## config.mk

```make
export PLATFORM = sky130hd
export DESIGN_NAME = bsp_short_protect
export DESIGN_NICKNAME = d
export VERILOG_FILES = /design/src/bsp_pkg.sv /design/src/bsp_short_protect.sv
export SDC_FILE = /design/constraint.sdc
export NUM_CORES = 1
export LEC_CHECK = 0
export BUFFER_PORTS_ARGS = -buffer_cell sky130_fd_sc_hd__buf_2
export CORE_ASPECT_RATIO = 1.4
export CORE_MARGIN = 4
export CORE_UTILIZATION = 45
export DETAILED_ROUTE_END_ITERATION = 7
export PLACE_DENSITY = 0.67
export SLEW_MARGIN = 5
export SYNTH_ARGS = -nofsm -noshare
export SYNTH_HDL_FRONTEND = slang
export SYNTH_SLANG_ARGS = --single-unit
```

## constraint.sdc

```tcl
create_clock -name mclk -period 3.28 [get_ports mclk]
set_input_delay 0.328 -clock mclk [delete_from_list [all_inputs] [get_ports mclk]]
set_output_delay 0.328 -clock mclk [all_outputs]
set_load 0.1 [all_outputs]
```

## src/bsp_pkg.sv

```systemverilog
// Package of constants, field layouts and carrier types for the bridge short protection block.
package bsp_pkg;

    localparam logic [7:0] FUSE_READBACK_OFFSET = 8'h05;
    localparam int FUSE_DEAD_MSB = 7;
    localparam int FUSE_DEAD_LSB = 6;
    localparam int FUSE_LEVEL_BIT = 5;
    localparam int FUSE_TRIM_MSB = 4;
    localparam int FUSE_TRIM_LSB = 0;

    localparam logic [3:0] DEAD_CODE0_CLKS = 4'h4;
    localparam logic [3:0] LEVEL_LOW_DEFAULT = 4'h6;
    localparam logic [3:0] LEVEL_HIGH_DEFAULT = 4'hc;
    localparam logic [3:0] LS_LEVEL_MIN = 4'h1;
    localparam logic [3:0] HS_LEVEL_MIN = 4'h2;

    localparam logic [1:0] FILTER_SEL_RESET = 2'h1;
    localparam logic [1:0] RETRY_RESET = 2'h3;
    localparam logic SHORT_DELAY_RESET = 1'b0;
    localparam logic ALL_PHASES_RESET = 1'b1;
    localparam logic [1:0] OT_SEL_RESET = 2'h0;
    localparam logic [1:0] OT_SEL_150 = 2'h0;
    localparam logic [1:0] OT_SEL_143 = 2'h1;
    localparam logic [1:0] OT_SEL_136 = 2'h2;

    localparam int CLK_PERIOD_PS = 5000;
    localparam int FILT0_NS = 100;
    localparam int FILT1_NS = 1000;
    localparam int FILT2_NS = 2000;
    localparam int FILT3_NS = 3000;
    localparam int BLANK_SHORT_NS = 750;
    localparam int BLANK_LONG_NS = 1500;
    localparam int FILT0_CYC = (FILT0_NS * 1000 + CLK_PERIOD_PS - 1) / CLK_PERIOD_PS;
    localparam int FILT1_CYC = (FILT1_NS * 1000 + CLK_PERIOD_PS - 1) / CLK_PERIOD_PS;
    localparam int FILT2_CYC = (FILT2_NS * 1000 + CLK_PERIOD_PS - 1) / CLK_PERIOD_PS;
    localparam int FILT3_CYC = (FILT3_NS * 1000 + CLK_PERIOD_PS - 1) / CLK_PERIOD_PS;
    localparam int BLANK_SHORT_CYC = (BLANK_SHORT_NS * 1000 + CLK_PERIOD_PS - 1) / CLK_PERIOD_PS;
    localparam int BLANK_LONG_CYC = (BLANK_LONG_NS * 1000 + CLK_PERIOD_PS - 1) / CLK_PERIOD_PS;
    localparam int DECAY_CHOP_CYCLES = 256;
    localparam int LOAD_WAIT_CYC = 3;
    localparam int PHASES = 3;

    typedef struct packed {
        logic [3:0] dead_time;
        logic [4:0] osc_trim;
        logic [3:0] lowside_short_threshold;
        logic [3:0] highside_short_threshold;
        logic [1:0] short_spike_filter_sel;
        logic [1:0] retry_limit;
        logic short_delay_long;
        logic lowside_short_off;
        logic highside_short_off;
        logic shutdown_all_phases;
        logic [1:0] ot_select;
        logic short_direct;
    } bsp_config_type;

    typedef struct packed {
        logic [2:0] hs_short_flag;
        logic [2:0] ls_short_flag;
        logic overtemp_flag;
        logic prewarn_flag;
    } bsp_status_type;

endpackage : bsp_pkg

```

## src/bsp_short_protect.sv

```systemverilog
// Fuse defaults, overtemperature latch and per-phase short protection of a gate driver.
`timescale 1ns/1ps
`default_nettype none

module bsp_short_protect (
    input wire logic mclk,
    input wire logic sys_rst,
    input wire logic [7:0] fuse_cells,
    input wire logic fuse_prog_req,
    input wire logic [7:0] fuse_prog_data,
    input wire logic cfg_write,
    input wire bsp_pkg::bsp_config_type cfg_data,
    input wire logic driver_enable_pin,
    input wire logic temp_prewarn_raw,
    input wire logic temp_136_raw,
    input wire logic temp_143_raw,
    input wire logic temp_150_raw,
    input wire logic [2:0] hs_cmp_raw,
    input wire logic [2:0] ls_cmp_raw,
    input wire logic [2:0] hs_gate,
    input wire logic [2:0] ls_gate,
    input wire logic chopper_cycle,
    output var logic [7:0] fuse_readback_byte,
    output var logic [7:0] fuse_burn_mask,
    output var bsp_pkg::bsp_config_type cfg_active,
    output var bsp_pkg::bsp_status_type driver_status_flags,
    output var logic [2:0] bridge_enable,
    output var logic fault_out
);
    import bsp_pkg::*;

    function automatic logic [3:0] dead_from_code(input logic [1:0] code);
        dead_from_code = (code == 2'h0) ? DEAD_CODE0_CLKS : {2'h0, code};
    endfunction : dead_from_code

    function automatic logic [3:0] clamp_level(input logic [3:0] lvl, input logic [3:0] lo);
        clamp_level = (lvl < lo) ? lo : lvl;
    endfunction : clamp_level

    function automatic logic [9:0] filter_cycles(input logic [1:0] sel);
        case (sel)
            2'h0: filter_cycles = 10'(FILT0_CYC);
            2'h1: filter_cycles = 10'(FILT1_CYC);
            2'h2: filter_cycles = 10'(FILT2_CYC);
            default: filter_cycles = 10'(FILT3_CYC);
        endcase
    endfunction : filter_cycles

    // Synchronisers: only the second stage is read by any logic.
    logic [7:0] fuse_s1, fuse_s2;
    logic [2:0] hs_s1, hs_s2, ls_s1, ls_s2;
    logic [3:0] temp_s1, temp_s2;
    logic en_s1, en_s2;

    always_ff @(posedge mclk)
    begin
        if (sys_rst)
        begin
            fuse_s1 <= 8'h00;
            fuse_s2 <= 8'h00;
            hs_s1 <= 3'h0;
            hs_s2 <= 3'h0;
            ls_s1 <= 3'h0;
            ls_s2 <= 3'h0;
            temp_s1 <= 4'h0;
            temp_s2 <= 4'h0;
            en_s1 <= 1'b0;
            en_s2 <= 1'b0;
        end
        else
        begin
            fuse_s1 <= fuse_cells;
            fuse_s2 <= fuse_s1;
            hs_s1 <= hs_cmp_raw;
            hs_s2 <= hs_s1;
            ls_s1 <= ls_cmp_raw;
            ls_s2 <= ls_s1;
            temp_s1 <= {temp_150_raw, temp_143_raw, temp_136_raw, temp_prewarn_raw};
            temp_s2 <= temp_s1;
            en_s1 <= driver_enable_pin;
            en_s2 <= en_s1;
        end
    end

    // Fuse access and configuration registers.
    logic [1:0] load_cnt, next_load_cnt;
    logic [7:0] next_fuse_readback_byte, next_fuse_burn_mask;
    bsp_config_type next_cfg_active;

    always_comb
    begin
        next_load_cnt = load_cnt;
        next_cfg_active = cfg_active;
        next_fuse_readback_byte = fuse_s2;
        next_fuse_burn_mask = 8'h00;
        if (fuse_prog_req)
        begin
            // Only bits still at zero are burned; nothing can clear a cell.
            next_fuse_burn_mask = fuse_prog_data & ~fuse_s2;
        end
        if (load_cnt != 2'(LOAD_WAIT_CYC))
        begin
            next_load_cnt = load_cnt + 2'h1;
            if (load_cnt == 2'(LOAD_WAIT_CYC - 1))
            begin
                // Waits for the fuse synchroniser to fill before taking defaults.
                next_cfg_active.dead_time = dead_from_code(fuse_s2[FUSE_DEAD_MSB:FUSE_DEAD_LSB]);
                next_cfg_active.lowside_short_threshold = fuse_s2[FUSE_LEVEL_BIT] ?
                    LEVEL_HIGH_DEFAULT : LEVEL_LOW_DEFAULT;
                next_cfg_active.highside_short_threshold = fuse_s2[FUSE_LEVEL_BIT] ?
                    LEVEL_HIGH_DEFAULT : LEVEL_LOW_DEFAULT;
                next_cfg_active.osc_trim = fuse_s2[FUSE_TRIM_MSB:FUSE_TRIM_LSB];
            end
        end
        else if (cfg_write)
        begin
            next_cfg_active = cfg_data;
            next_cfg_active.lowside_short_threshold =
                clamp_level(cfg_data.lowside_short_threshold, LS_LEVEL_MIN);
            next_cfg_active.highside_short_threshold =
                clamp_level(cfg_data.highside_short_threshold, HS_LEVEL_MIN);
        end
    end

    always_ff @(posedge mclk)
    begin
        if (sys_rst)
        begin
            load_cnt <= 2'h0;
            fuse_readback_byte <= 8'h00;
            fuse_burn_mask <= 8'h00;
            cfg_active <= '0;
            cfg_active.lowside_short_threshold <= LEVEL_LOW_DEFAULT;
            cfg_active.highside_short_threshold <= LEVEL_LOW_DEFAULT;
            cfg_active.dead_time <= DEAD_CODE0_CLKS;
            cfg_active.short_spike_filter_sel <= FILTER_SEL_RESET;
            cfg_active.retry_limit <= RETRY_RESET;
            cfg_active.short_delay_long <= SHORT_DELAY_RESET;
            cfg_active.shutdown_all_phases <= ALL_PHASES_RESET;
            cfg_active.ot_select <= OT_SEL_RESET;
        end
        else
        begin
            load_cnt <= next_load_cnt;
            fuse_readback_byte <= next_fuse_readback_byte;
            fuse_burn_mask <= next_fuse_burn_mask;
            cfg_active <= next_cfg_active;
        end
    end

    // Protection state: temperature latch and per-phase short detection and retry.
    logic [8:0] blank_cnt [PHASES];
    logic [8:0] next_blank_cnt [PHASES];
    logic [9:0] hs_filt [PHASES];
    logic [9:0] next_hs_filt [PHASES];
    logic [9:0] ls_filt [PHASES];
    logic [9:0] next_ls_filt [PHASES];
    logic [1:0] retry_cnt [PHASES];
    logic [1:0] next_retry_cnt [PHASES];
    logic [7:0] decay_cnt [PHASES];
    logic [7:0] next_decay_cnt [PHASES];
    logic [2:0] gate_prev, retry_hold, next_retry_hold, phase_dead, next_phase_dead;
    logic all_dead, next_all_dead, next_fault_out;
    logic [2:0] next_bridge_enable;
    bsp_status_type next_status;

    always_comb
    begin
        logic [8:0] blank_len;
        logic [9:0] filt_len;
        logic [2:0] hs_act, ls_act, hs_conf, ls_conf;
        logic level_hit;
        level_hit = 1'b0;
        blank_len = cfg_active.short_delay_long ? 9'(BLANK_LONG_CYC) : 9'(BLANK_SHORT_CYC);
        filt_len = filter_cycles(cfg_active.short_spike_filter_sel);
        hs_act = 3'h0;
        ls_act = 3'h0;
        hs_conf = 3'h0;
        ls_conf = 3'h0;
        next_status = driver_status_flags;
        next_retry_hold = retry_hold;
        next_phase_dead = phase_dead;
        next_all_dead = all_dead;
        case (cfg_active.ot_select)
            OT_SEL_150: level_hit = temp_s2[3];
            OT_SEL_143: level_hit = temp_s2[2];
            OT_SEL_136: level_hit = temp_s2[1];
            default: level_hit = temp_s2[0];
        endcase
        next_status.prewarn_flag = temp_s2[0];
        next_status.overtemp_flag = level_hit | (driver_status_flags.overtemp_flag & temp_s2[0]);
        for (int p = 0; p < PHASES; p++)
        begin
            next_blank_cnt[p] = blank_cnt[p];
            next_hs_filt[p] = 10'h000;
            next_ls_filt[p] = 10'h000;
            next_retry_cnt[p] = retry_cnt[p];
            next_decay_cnt[p] = decay_cnt[p];
            if ((hs_gate[p] ^ ls_gate[p]) != gate_prev[p])
            begin
                next_blank_cnt[p] = 9'h001;
            end
            else if (blank_cnt[p] != 9'h000 && blank_cnt[p] < blank_len)
            begin
                next_blank_cnt[p] = blank_cnt[p] + 9'h001;
            end
            // A shorter delay chosen mid-count counts as expired rather than wrapping round.
            if (blank_cnt[p] >= blank_len || blank_cnt[p] == 9'h000)
            begin
                // A phase held off is not driven, so its filter must start afresh on release.
                hs_act[p] = hs_gate[p] & hs_s2[p] & bridge_enable[p] &
                    ~cfg_active.highside_short_off;
                ls_act[p] = ls_gate[p] & ls_s2[p] & bridge_enable[p] &
                    ~cfg_active.lowside_short_off;
            end
            if (hs_act[p])
            begin
                next_hs_filt[p] = (hs_filt[p] == filt_len) ? hs_filt[p] : hs_filt[p] + 10'h001;
                hs_conf[p] = (hs_filt[p] == filt_len - 10'h001);
            end
            if (ls_act[p])
            begin
                next_ls_filt[p] = (ls_filt[p] == filt_len) ? ls_filt[p] : ls_filt[p] + 10'h001;
                ls_conf[p] = (ls_filt[p] == filt_len - 10'h001);
            end
            if (chopper_cycle)
            begin
                next_retry_hold[p] = 1'b0;
                if (cfg_active.retry_limit != 2'h0 && !phase_dead[p])
                begin
                    next_decay_cnt[p] = decay_cnt[p] + 8'h01;
                    if (decay_cnt[p] == 8'(DECAY_CHOP_CYCLES - 1) && retry_cnt[p] != 2'h0)
                    begin
                        next_retry_cnt[p] = retry_cnt[p] - 2'h1;
                    end
                end
            end
            if (hs_conf[p] || ls_conf[p])
            begin
                if (retry_cnt[p] >= cfg_active.retry_limit)
                begin
                    next_phase_dead[p] = 1'b1;
                    next_all_dead = all_dead | cfg_active.shutdown_all_phases;
                    next_status.hs_short_flag[p] = driver_status_flags.hs_short_flag[p] | hs_conf[p];
                    next_status.ls_short_flag[p] = driver_status_flags.ls_short_flag[p] | ls_conf[p];
                end
                else
                begin
                    // An event outranks a decay step in the same cycle.
                    next_retry_cnt[p] = retry_cnt[p] + 2'h1;
                    next_retry_hold[p] = 1'b1;
                end
            end
        end
        if (!en_s2)
        begin
            // Apart from sys_rst, disabling the driver is the only way out of a short shutdown.
            next_phase_dead = 3'h0;
            next_all_dead = 1'b0;
            next_retry_hold = 3'h0;
            next_status.hs_short_flag = 3'h0;
            next_status.ls_short_flag = 3'h0;
            for (int p = 0; p < PHASES; p++)
            begin
                next_retry_cnt[p] = 2'h0;
                next_decay_cnt[p] = 8'h00;
            end
        end
        for (int p = 0; p < PHASES; p++)
        begin
            next_bridge_enable[p] = en_s2 & ~next_status.overtemp_flag & ~next_phase_dead[p] &
                ~next_retry_hold[p] & ~next_all_dead;
        end
        next_fault_out = (|next_status.hs_short_flag) | (|next_status.ls_short_flag) |
            next_status.overtemp_flag | (cfg_active.short_direct & (|(hs_act | ls_act)));
    end

    always_ff @(posedge mclk)
    begin
        if (sys_rst)
        begin
            for (int p = 0; p < PHASES; p++)
            begin
                blank_cnt[p] <= 9'h000;
                hs_filt[p] <= 10'h000;
                ls_filt[p] <= 10'h000;
                retry_cnt[p] <= 2'h0;
                decay_cnt[p] <= 8'h00;
            end
            gate_prev <= 3'h0;
            retry_hold <= 3'h0;
            phase_dead <= 3'h0;
            all_dead <= 1'b0;
            driver_status_flags <= '0;
            bridge_enable <= 3'h0;
            fault_out <= 1'b0;
        end
        else
        begin
            blank_cnt <= next_blank_cnt;
            hs_filt <= next_hs_filt;
            ls_filt <= next_ls_filt;
            retry_cnt <= next_retry_cnt;
            decay_cnt <= next_decay_cnt;
            gate_prev <= hs_gate ^ ls_gate;
            retry_hold <= next_retry_hold;
            phase_dead <= next_phase_dead;
            all_dead <= next_all_dead;
            driver_status_flags <= next_status;
            bridge_enable <= next_bridge_enable;
            fault_out <= next_fault_out;
        end
    end

endmodule : bsp_short_protect

`default_nettype wire

```

Word level (Yosys, flattened, before mapping). Cells that the tools add are included.

Word-level logic and storage cells: 310. Bits in read-only memories: 0. Bits in latches: 0. Input port bits: 66. Memories: 0. Memory bits (writable): 0. Register bits: 223.

Magnitude comparators: 11. Reduce and logical (&&, ||, !) cells: 54. Add/sub/neg operators: 20. Div/mod/pow operators: 0. Bitwise operators: 67. Multipliers: 0. Shift operators: 0. Equal/unequal tests: 25. Muxes and demuxes: 80.

Operators by type and width (count): 10-bit == test (12); 10-bit by 1-bit adder with 10-bit output, second input constant (6); 1-bit 2-to-1 mux (52); 17-bit 2-to-1 mux (2); 1-bit bitwise AND (30); 2-bit 2-to-1 mux (15); 10-bit one-hot mux with 3 select lines (1); 28-bit 2-to-1 mux (1); 9-bit by 1-bit adder with 9-bit output, second input constant (3); 9-bit greater-or-equal comparator (3); 9-bit logical NOT (3); 9-bit less-than comparator (3); 9-bit nonzero test (3); 8-bit by 1-bit adder with 8-bit output, second input constant (3); 8-bit == test, second input constant (3); 2-bit OR reduction (11); 1-bit inverter (19); 2-bit nonzero test (8); 4-bit 2-to-1 mux (3); 1-bit OR (11); 2-bit AND reduction (5); 10-bit by 1-bit subtractor with 10-bit output, second input constant (1); 1-bit logical AND (9); 3-bit 2-to-1 mux (3); other kinds (22) (47).

Logic depth before layout (Yosys ltp).
Word-level depth: 14. Gate-level depth with buffers: 13.

Worst setup path before layout. No wires, ideal clock.

Path type: flip-flop to flip-flop. From: reg cfg_active[9] (netlist name). To: reg bridge_enable[0]. Arrival time: 3.772 ns. Period minus slack after synthesis: 3.889 ns. Required time: 3.163 ns. Setup time: 0.117 ns. Stages on the path, launching flop included: 13. Setup slack: -0.609 ns. Path through: dfxtp_1 > buf_2 > buf_2 > inv_1 > ha_1 > buf_6 > nor4b_4 > xor2_1 > or2_2 > a2111oi_2 > nor2_1 > a21boi_1 > and4b_1.

Longest elaborated chain between the ends: 14. Elaborated cells between the ends (all ways): 36.

Ends and longest elaborated chain: from (decl) (RTL line bsp_short_protect.sv:25) `output var bsp_pkg::bsp_config_type cfg_active,`; from (signal assigned) (RTL line bsp_short_protect.sv:147) `cfg_active <= next_cfg_active;`; 2-bit == test (tied with other cells) (RTL line bsp_short_protect.sv:41) `case (sel)`; 10-bit one-hot mux with 3 select lines (*) (RTL line bsp_short_protect.sv:41); 10-bit by 1-bit subtractor with 10-bit output (*) (RTL line bsp_short_protect.sv:219, bsp_short_protect.sv:224); 10-bit == test (on tied branches) (RTL line bsp_short_protect.sv:219, bsp_short_protect.sv:224); 1-bit 2-to-1 mux (on tied branches) (RTL line bsp_short_protect.sv:216, bsp_short_protect.sv:221); 1-bit logical OR (RTL line bsp_short_protect.sv:238) `if (hs_conf[p] || ls_conf[p])`; 1-bit 2-to-1 mux (RTL line bsp_short_protect.sv:238); 1-bit 2-to-1 mux (RTL line bsp_short_protect.sv:240) `if (retry_cnt[p] >= cfg_active.retry_limit)`; 1-bit 2-to-1 mux (RTL line bsp_short_protect.sv:238); 1-bit 2-to-1 mux (RTL line bsp_short_protect.sv:240); 1-bit 2-to-1 mux (RTL line bsp_short_protect.sv:238); 1-bit 2-to-1 mux (RTL line bsp_short_protect.sv:255) `if (!en_s2)`; 1-bit inverter (RTL line bsp_short_protect.sv:272) `~next_retry_hold[p] & ~next_all_dead;`; 1-bit bitwise AND (*) (RTL line bsp_short_protect.sv:272); to (signal assigned) (RTL line bsp_short_protect.sv:310) `bridge_enable <= next_bridge_enable;`; to (decl) (RTL line bsp_short_protect.sv:27) `output var logic [2:0] bridge_enable,`.

Mark *: on every way between the ends. The rest lies on a longest branch, timed or not. A chain may end at the register's enable or synchronous reset.

Worst setup path after layout. Ends and elaborated chain as after synthesis.

==> results summary <==
Tracing the worst setup path back leads to its startpoint at cfg_active[9]. The summed instance area of the synthesized netlist is 10600 µm². Multiplexer cells account for 0.400% of the synthesized area. The standby leakage power came out at 4.90 nW. The via count came out at 8781. Averaged over all synthesized cells, the footprint is 8.83 µm². The detailed placement HPWL is 18800 µm. The endpoint arrival time on the critical path is 3.49 ns. The number of inserted filler cells in the final layout is 2180.

The clock arrives with 0.0280 ns of skew. Using the TritonRoute via totals, the vias-per-cell ratio works out to 5.29. The area growth from synthesis to final layout came out at 17.9%. The via count of the first global-routing pass came out at 8614.

Along the worst path, the maximum fanout reaches 19. The aggregate global-route resource usage is 19.3%. STA classifies the critical path endpoint as a flop.

The number of buffers added by the clock tree synthesis step is 24. The number of pins with negative max-slew slack in the final report is 0. The post-synthesis cell type count came out at 66. The number of cells in the finished layout apart from fillers is 1661. The share of post-route cells with drive strength above 1 came out at 13.9%. The count of antenna-violating nets left after detailed routing is 0. The most common cell in the netlist is dfxtp_1. The count of pins on the block boundary came out at 122. The flow ran to the end, and the final reports show no timing, DRC or antenna violations. The worst path meets setup with 0.213 ns of slack. Yosys printed 0 warnings.

Setup repair after global routing left no endpoint under its margin. In this run the critical register-to-register path is launched from cfg_active[9]. The number of iterations in the first detailed-routing pass is 5. The weighted congestion at the end of routability-driven global placement is 0.893. The net count of the mapped netlist came out at 1327. The post-detailed-routing wire length is 25200 µm. The area share of and/or/nand/nor cells after synthesis came out at 26.3%.

The placed cell count came out at 1601. Clock-pin slew was measured on the worst setup and hold paths at 0.06 ns. The number of nets in the layout is 1460. The worst slew margin relative to its limit is 56.8%.

The post-synthesis compound-gate area fraction is 9.62%. The number of endpoints with negative hold slack in the final report is 0. The y dimension of the die came out at 190 µm. The time the worst path needs with I/O delays and setup is 3.07 ns. The initial antenna violation count is 0.

The post-route total power came out at 6.35 mW. The number of DRC violations after detailed routing is 0. The tightest min-delay check is of the in2reg type. The initial detailed-routing violation count came out at 383. The tightest hold path in the finished design has a slack of 0.0195 ns. The synthesized netlist devotes 11.6% of its cell area to XOR and XNOR gates. The worst setup path is launched from a flop. The number of cells traversed by the worst hold path came out at 2. After Yosys synthesis, full adders, half adders and majority gates account for 6.71% of the synthesized area. The sink count of the clock tree came out at 223. The count of port buffers added during placement is 121.

The transition at the pin with the smallest max-transition slack came out at 0.648 ns. The placement row count is 66. The last element of the critical path is bridge_enable[0]. The effective utilization at floorplan is 45.6%. The die footprint came out at 26200 µm². The depth of the most critical reg-to-reg path is 9. The share of the Yosys chip area taken by registers is 42.0%. The top achievable clock speed is 326 MHz. The worst endpoint required time came out at 3.70 ns. The combinational family with the most area after synthesis is simple AND/OR/NAND/NOR gates. The area fraction of the dominant cell type after synthesis is 42.0%. The worst path uses 93.5% of the clock period. The number of antenna diodes in the final layout is 0. The largest voltage drop on the vdd net came out at 418 µV. The pin count of the biggest net entering global routing is 55. The critical path is of the reg2reg type. The final sum of negative setup slack is 0 ns.

The synthesized design contains 223 register bits. The number of H-tree branching levels came out at 1. The clock tree from TritonCTS is yes. The global-route congestion overflow total is 0.

The number of enable flip-flop cells after synthesis is 0. The first-pass GRT wire length came out at 41600 µm. The core region is 23300 µm². The power density over the cells is 507 nW/µm². In the synthesized netlist the dominant register cell turns out to be dfxtp_1. Measured along the x axis, the die boundary spans 138 µm. At the placement stage, the worst setup path has a slack of 0.244 ns. After synthesis, the share of flip-flops with an asynchronous set or reset is 0%. The slack of the worst reg-to-reg path is 0.21 ns.

By area the synthesized netlist is led by dfxtp_1 (42%), ha_1 (6.7%), xor2_1 (6.2%). Summed over all instances, the cell type with the most area after synthesis is dfxtp_1. CTS placed an instance of clkbuf_16 at the clock tree root. Counting instances in the post-synthesis netlist gives the leading cell types as dfxtp_1 (223), nor2_1 (138), nand2_1 (102).

The count of endpoints failing setup in the final report is 0. The worst register-to-register path ends at bridge_enable[0]. The clock insertion delay at the later pin of the skew report came out at 0.53 ns. The number of buffers between clock root and the deepest sink came out at 3.

The average wire length per cell after detail routing came out at 15.2 µm. The instance count of the mapped netlist came out at 1204. The number of max-cap violations is 0.
power by group:
group          switching (mW)  internal (mW)  total, mW
registers              0.0559           2.78       2.84
clock network            1.11           1.65       2.76
logic                   0.520          0.231      0.751
critical path, stage by stage (launching register included):
cell and delay [ns]:
dfxtp_4 0.50, inv_1 0.13, ha_1 0.71, xor2_1 0.20
and4_1 0.20, o211ai_1 0.17, a2111oi_4 0.50, nor2_1 0.08
a21boi_1 0.25, and4b_1 0.23
layout make-up:
type / instances / area [µm²] / share of cell area, %
multi-input cells: 894 / 5820 / 46.5
flip-flops and latches: 223 / 4470 / 35.7
repair buffers: 151 / 873 / 6.97
clock buffers: 36 / 706 / 5.63
well taps: 306 / 383 / 3.06
inverters: 43 / 161 / 1.29
clock inverters: 8 / 111 / 0.889
timing repair:
action                    CTS  global route
hold buffers               16             0
hold endpoints to repair   16             0
setup buffers               0             0
gates resized for setup     0             0
stage by stage:
stage / cell area [µm²] / utilization [%]
after floorplan: 10600 / -
after global placement: 11500 / 49.6
after detailed placement: 11500 / 49.6
after CTS: 12500 / 53.8
after global routing: 12500 / 53.8
final: 12500 / 53.8
cell families after synthesis:
group / after synthesis
multiplexers: 3
flip-flops: 223
XOR/XNOR: 139
adder cells (fa/ha/maj): 57
AND/OR/NAND/NOR: 531
AO/OA/AOI/OAI: 164
buffers and inverters: 87
routing by layer:
metal  track usage, %  part of all wire, %
met3             3.84                  5.2
met1             22.7                   41
met4             7.34                  3.6
met5                0                    0
met2             34.2                   50
state kept, by name, indices dropped and copies added, names as in the netlist, 24 cells and up:
signal      cells
decay_cnt      24
ls_filt        30
hs_filt        30
cfg_active     28
blank_cnt      27
placed cells by master (no fill, tap or decap), types with 27 or more instances in the layout:
| cell type | synthesis | final |
|---|---|---|
| a21oi_1 | 78 | 78 |
| buf_2 | 5 | 120 |
| dfxtp_1 | 223 | 220 |
| ha_1 | 57 | 57 |
| inv_1 | 43 | 43 |
| nand2_1 | 102 | 102 |
| nand3_1 | 42 | 42 |
| nand4_1 | 35 | 35 |
| nor2_1 | 138 | 138 |
| nor2b_1 | 51 | 51 |
| o21ai_0 | 31 | 31 |
| or3_1 | 27 | 27 |
| xnor2_1 | 63 | 63 |
| xor2_1 | 75 | 75 |
how the worst min path moves through the flow:
stage | end | startpoint | slack [ns]
floorplan | fuse_burn_mask[0] | fuse_s2[0] | 0.41
global placement | hs_s2[2] | hs_s1[2] | 0.42
detailed placement | hs_s2[1] | hs_s1[1] | 0.42
CTS | en_s1 | driver_enable_pin | 0.0004
global route | fuse_s1[0] | fuse_cells[0] | 0.01
finish | fuse_s1[0] | fuse_cells[0] | 0.02
Note: power is estimated with default switching activity, not from simulation.
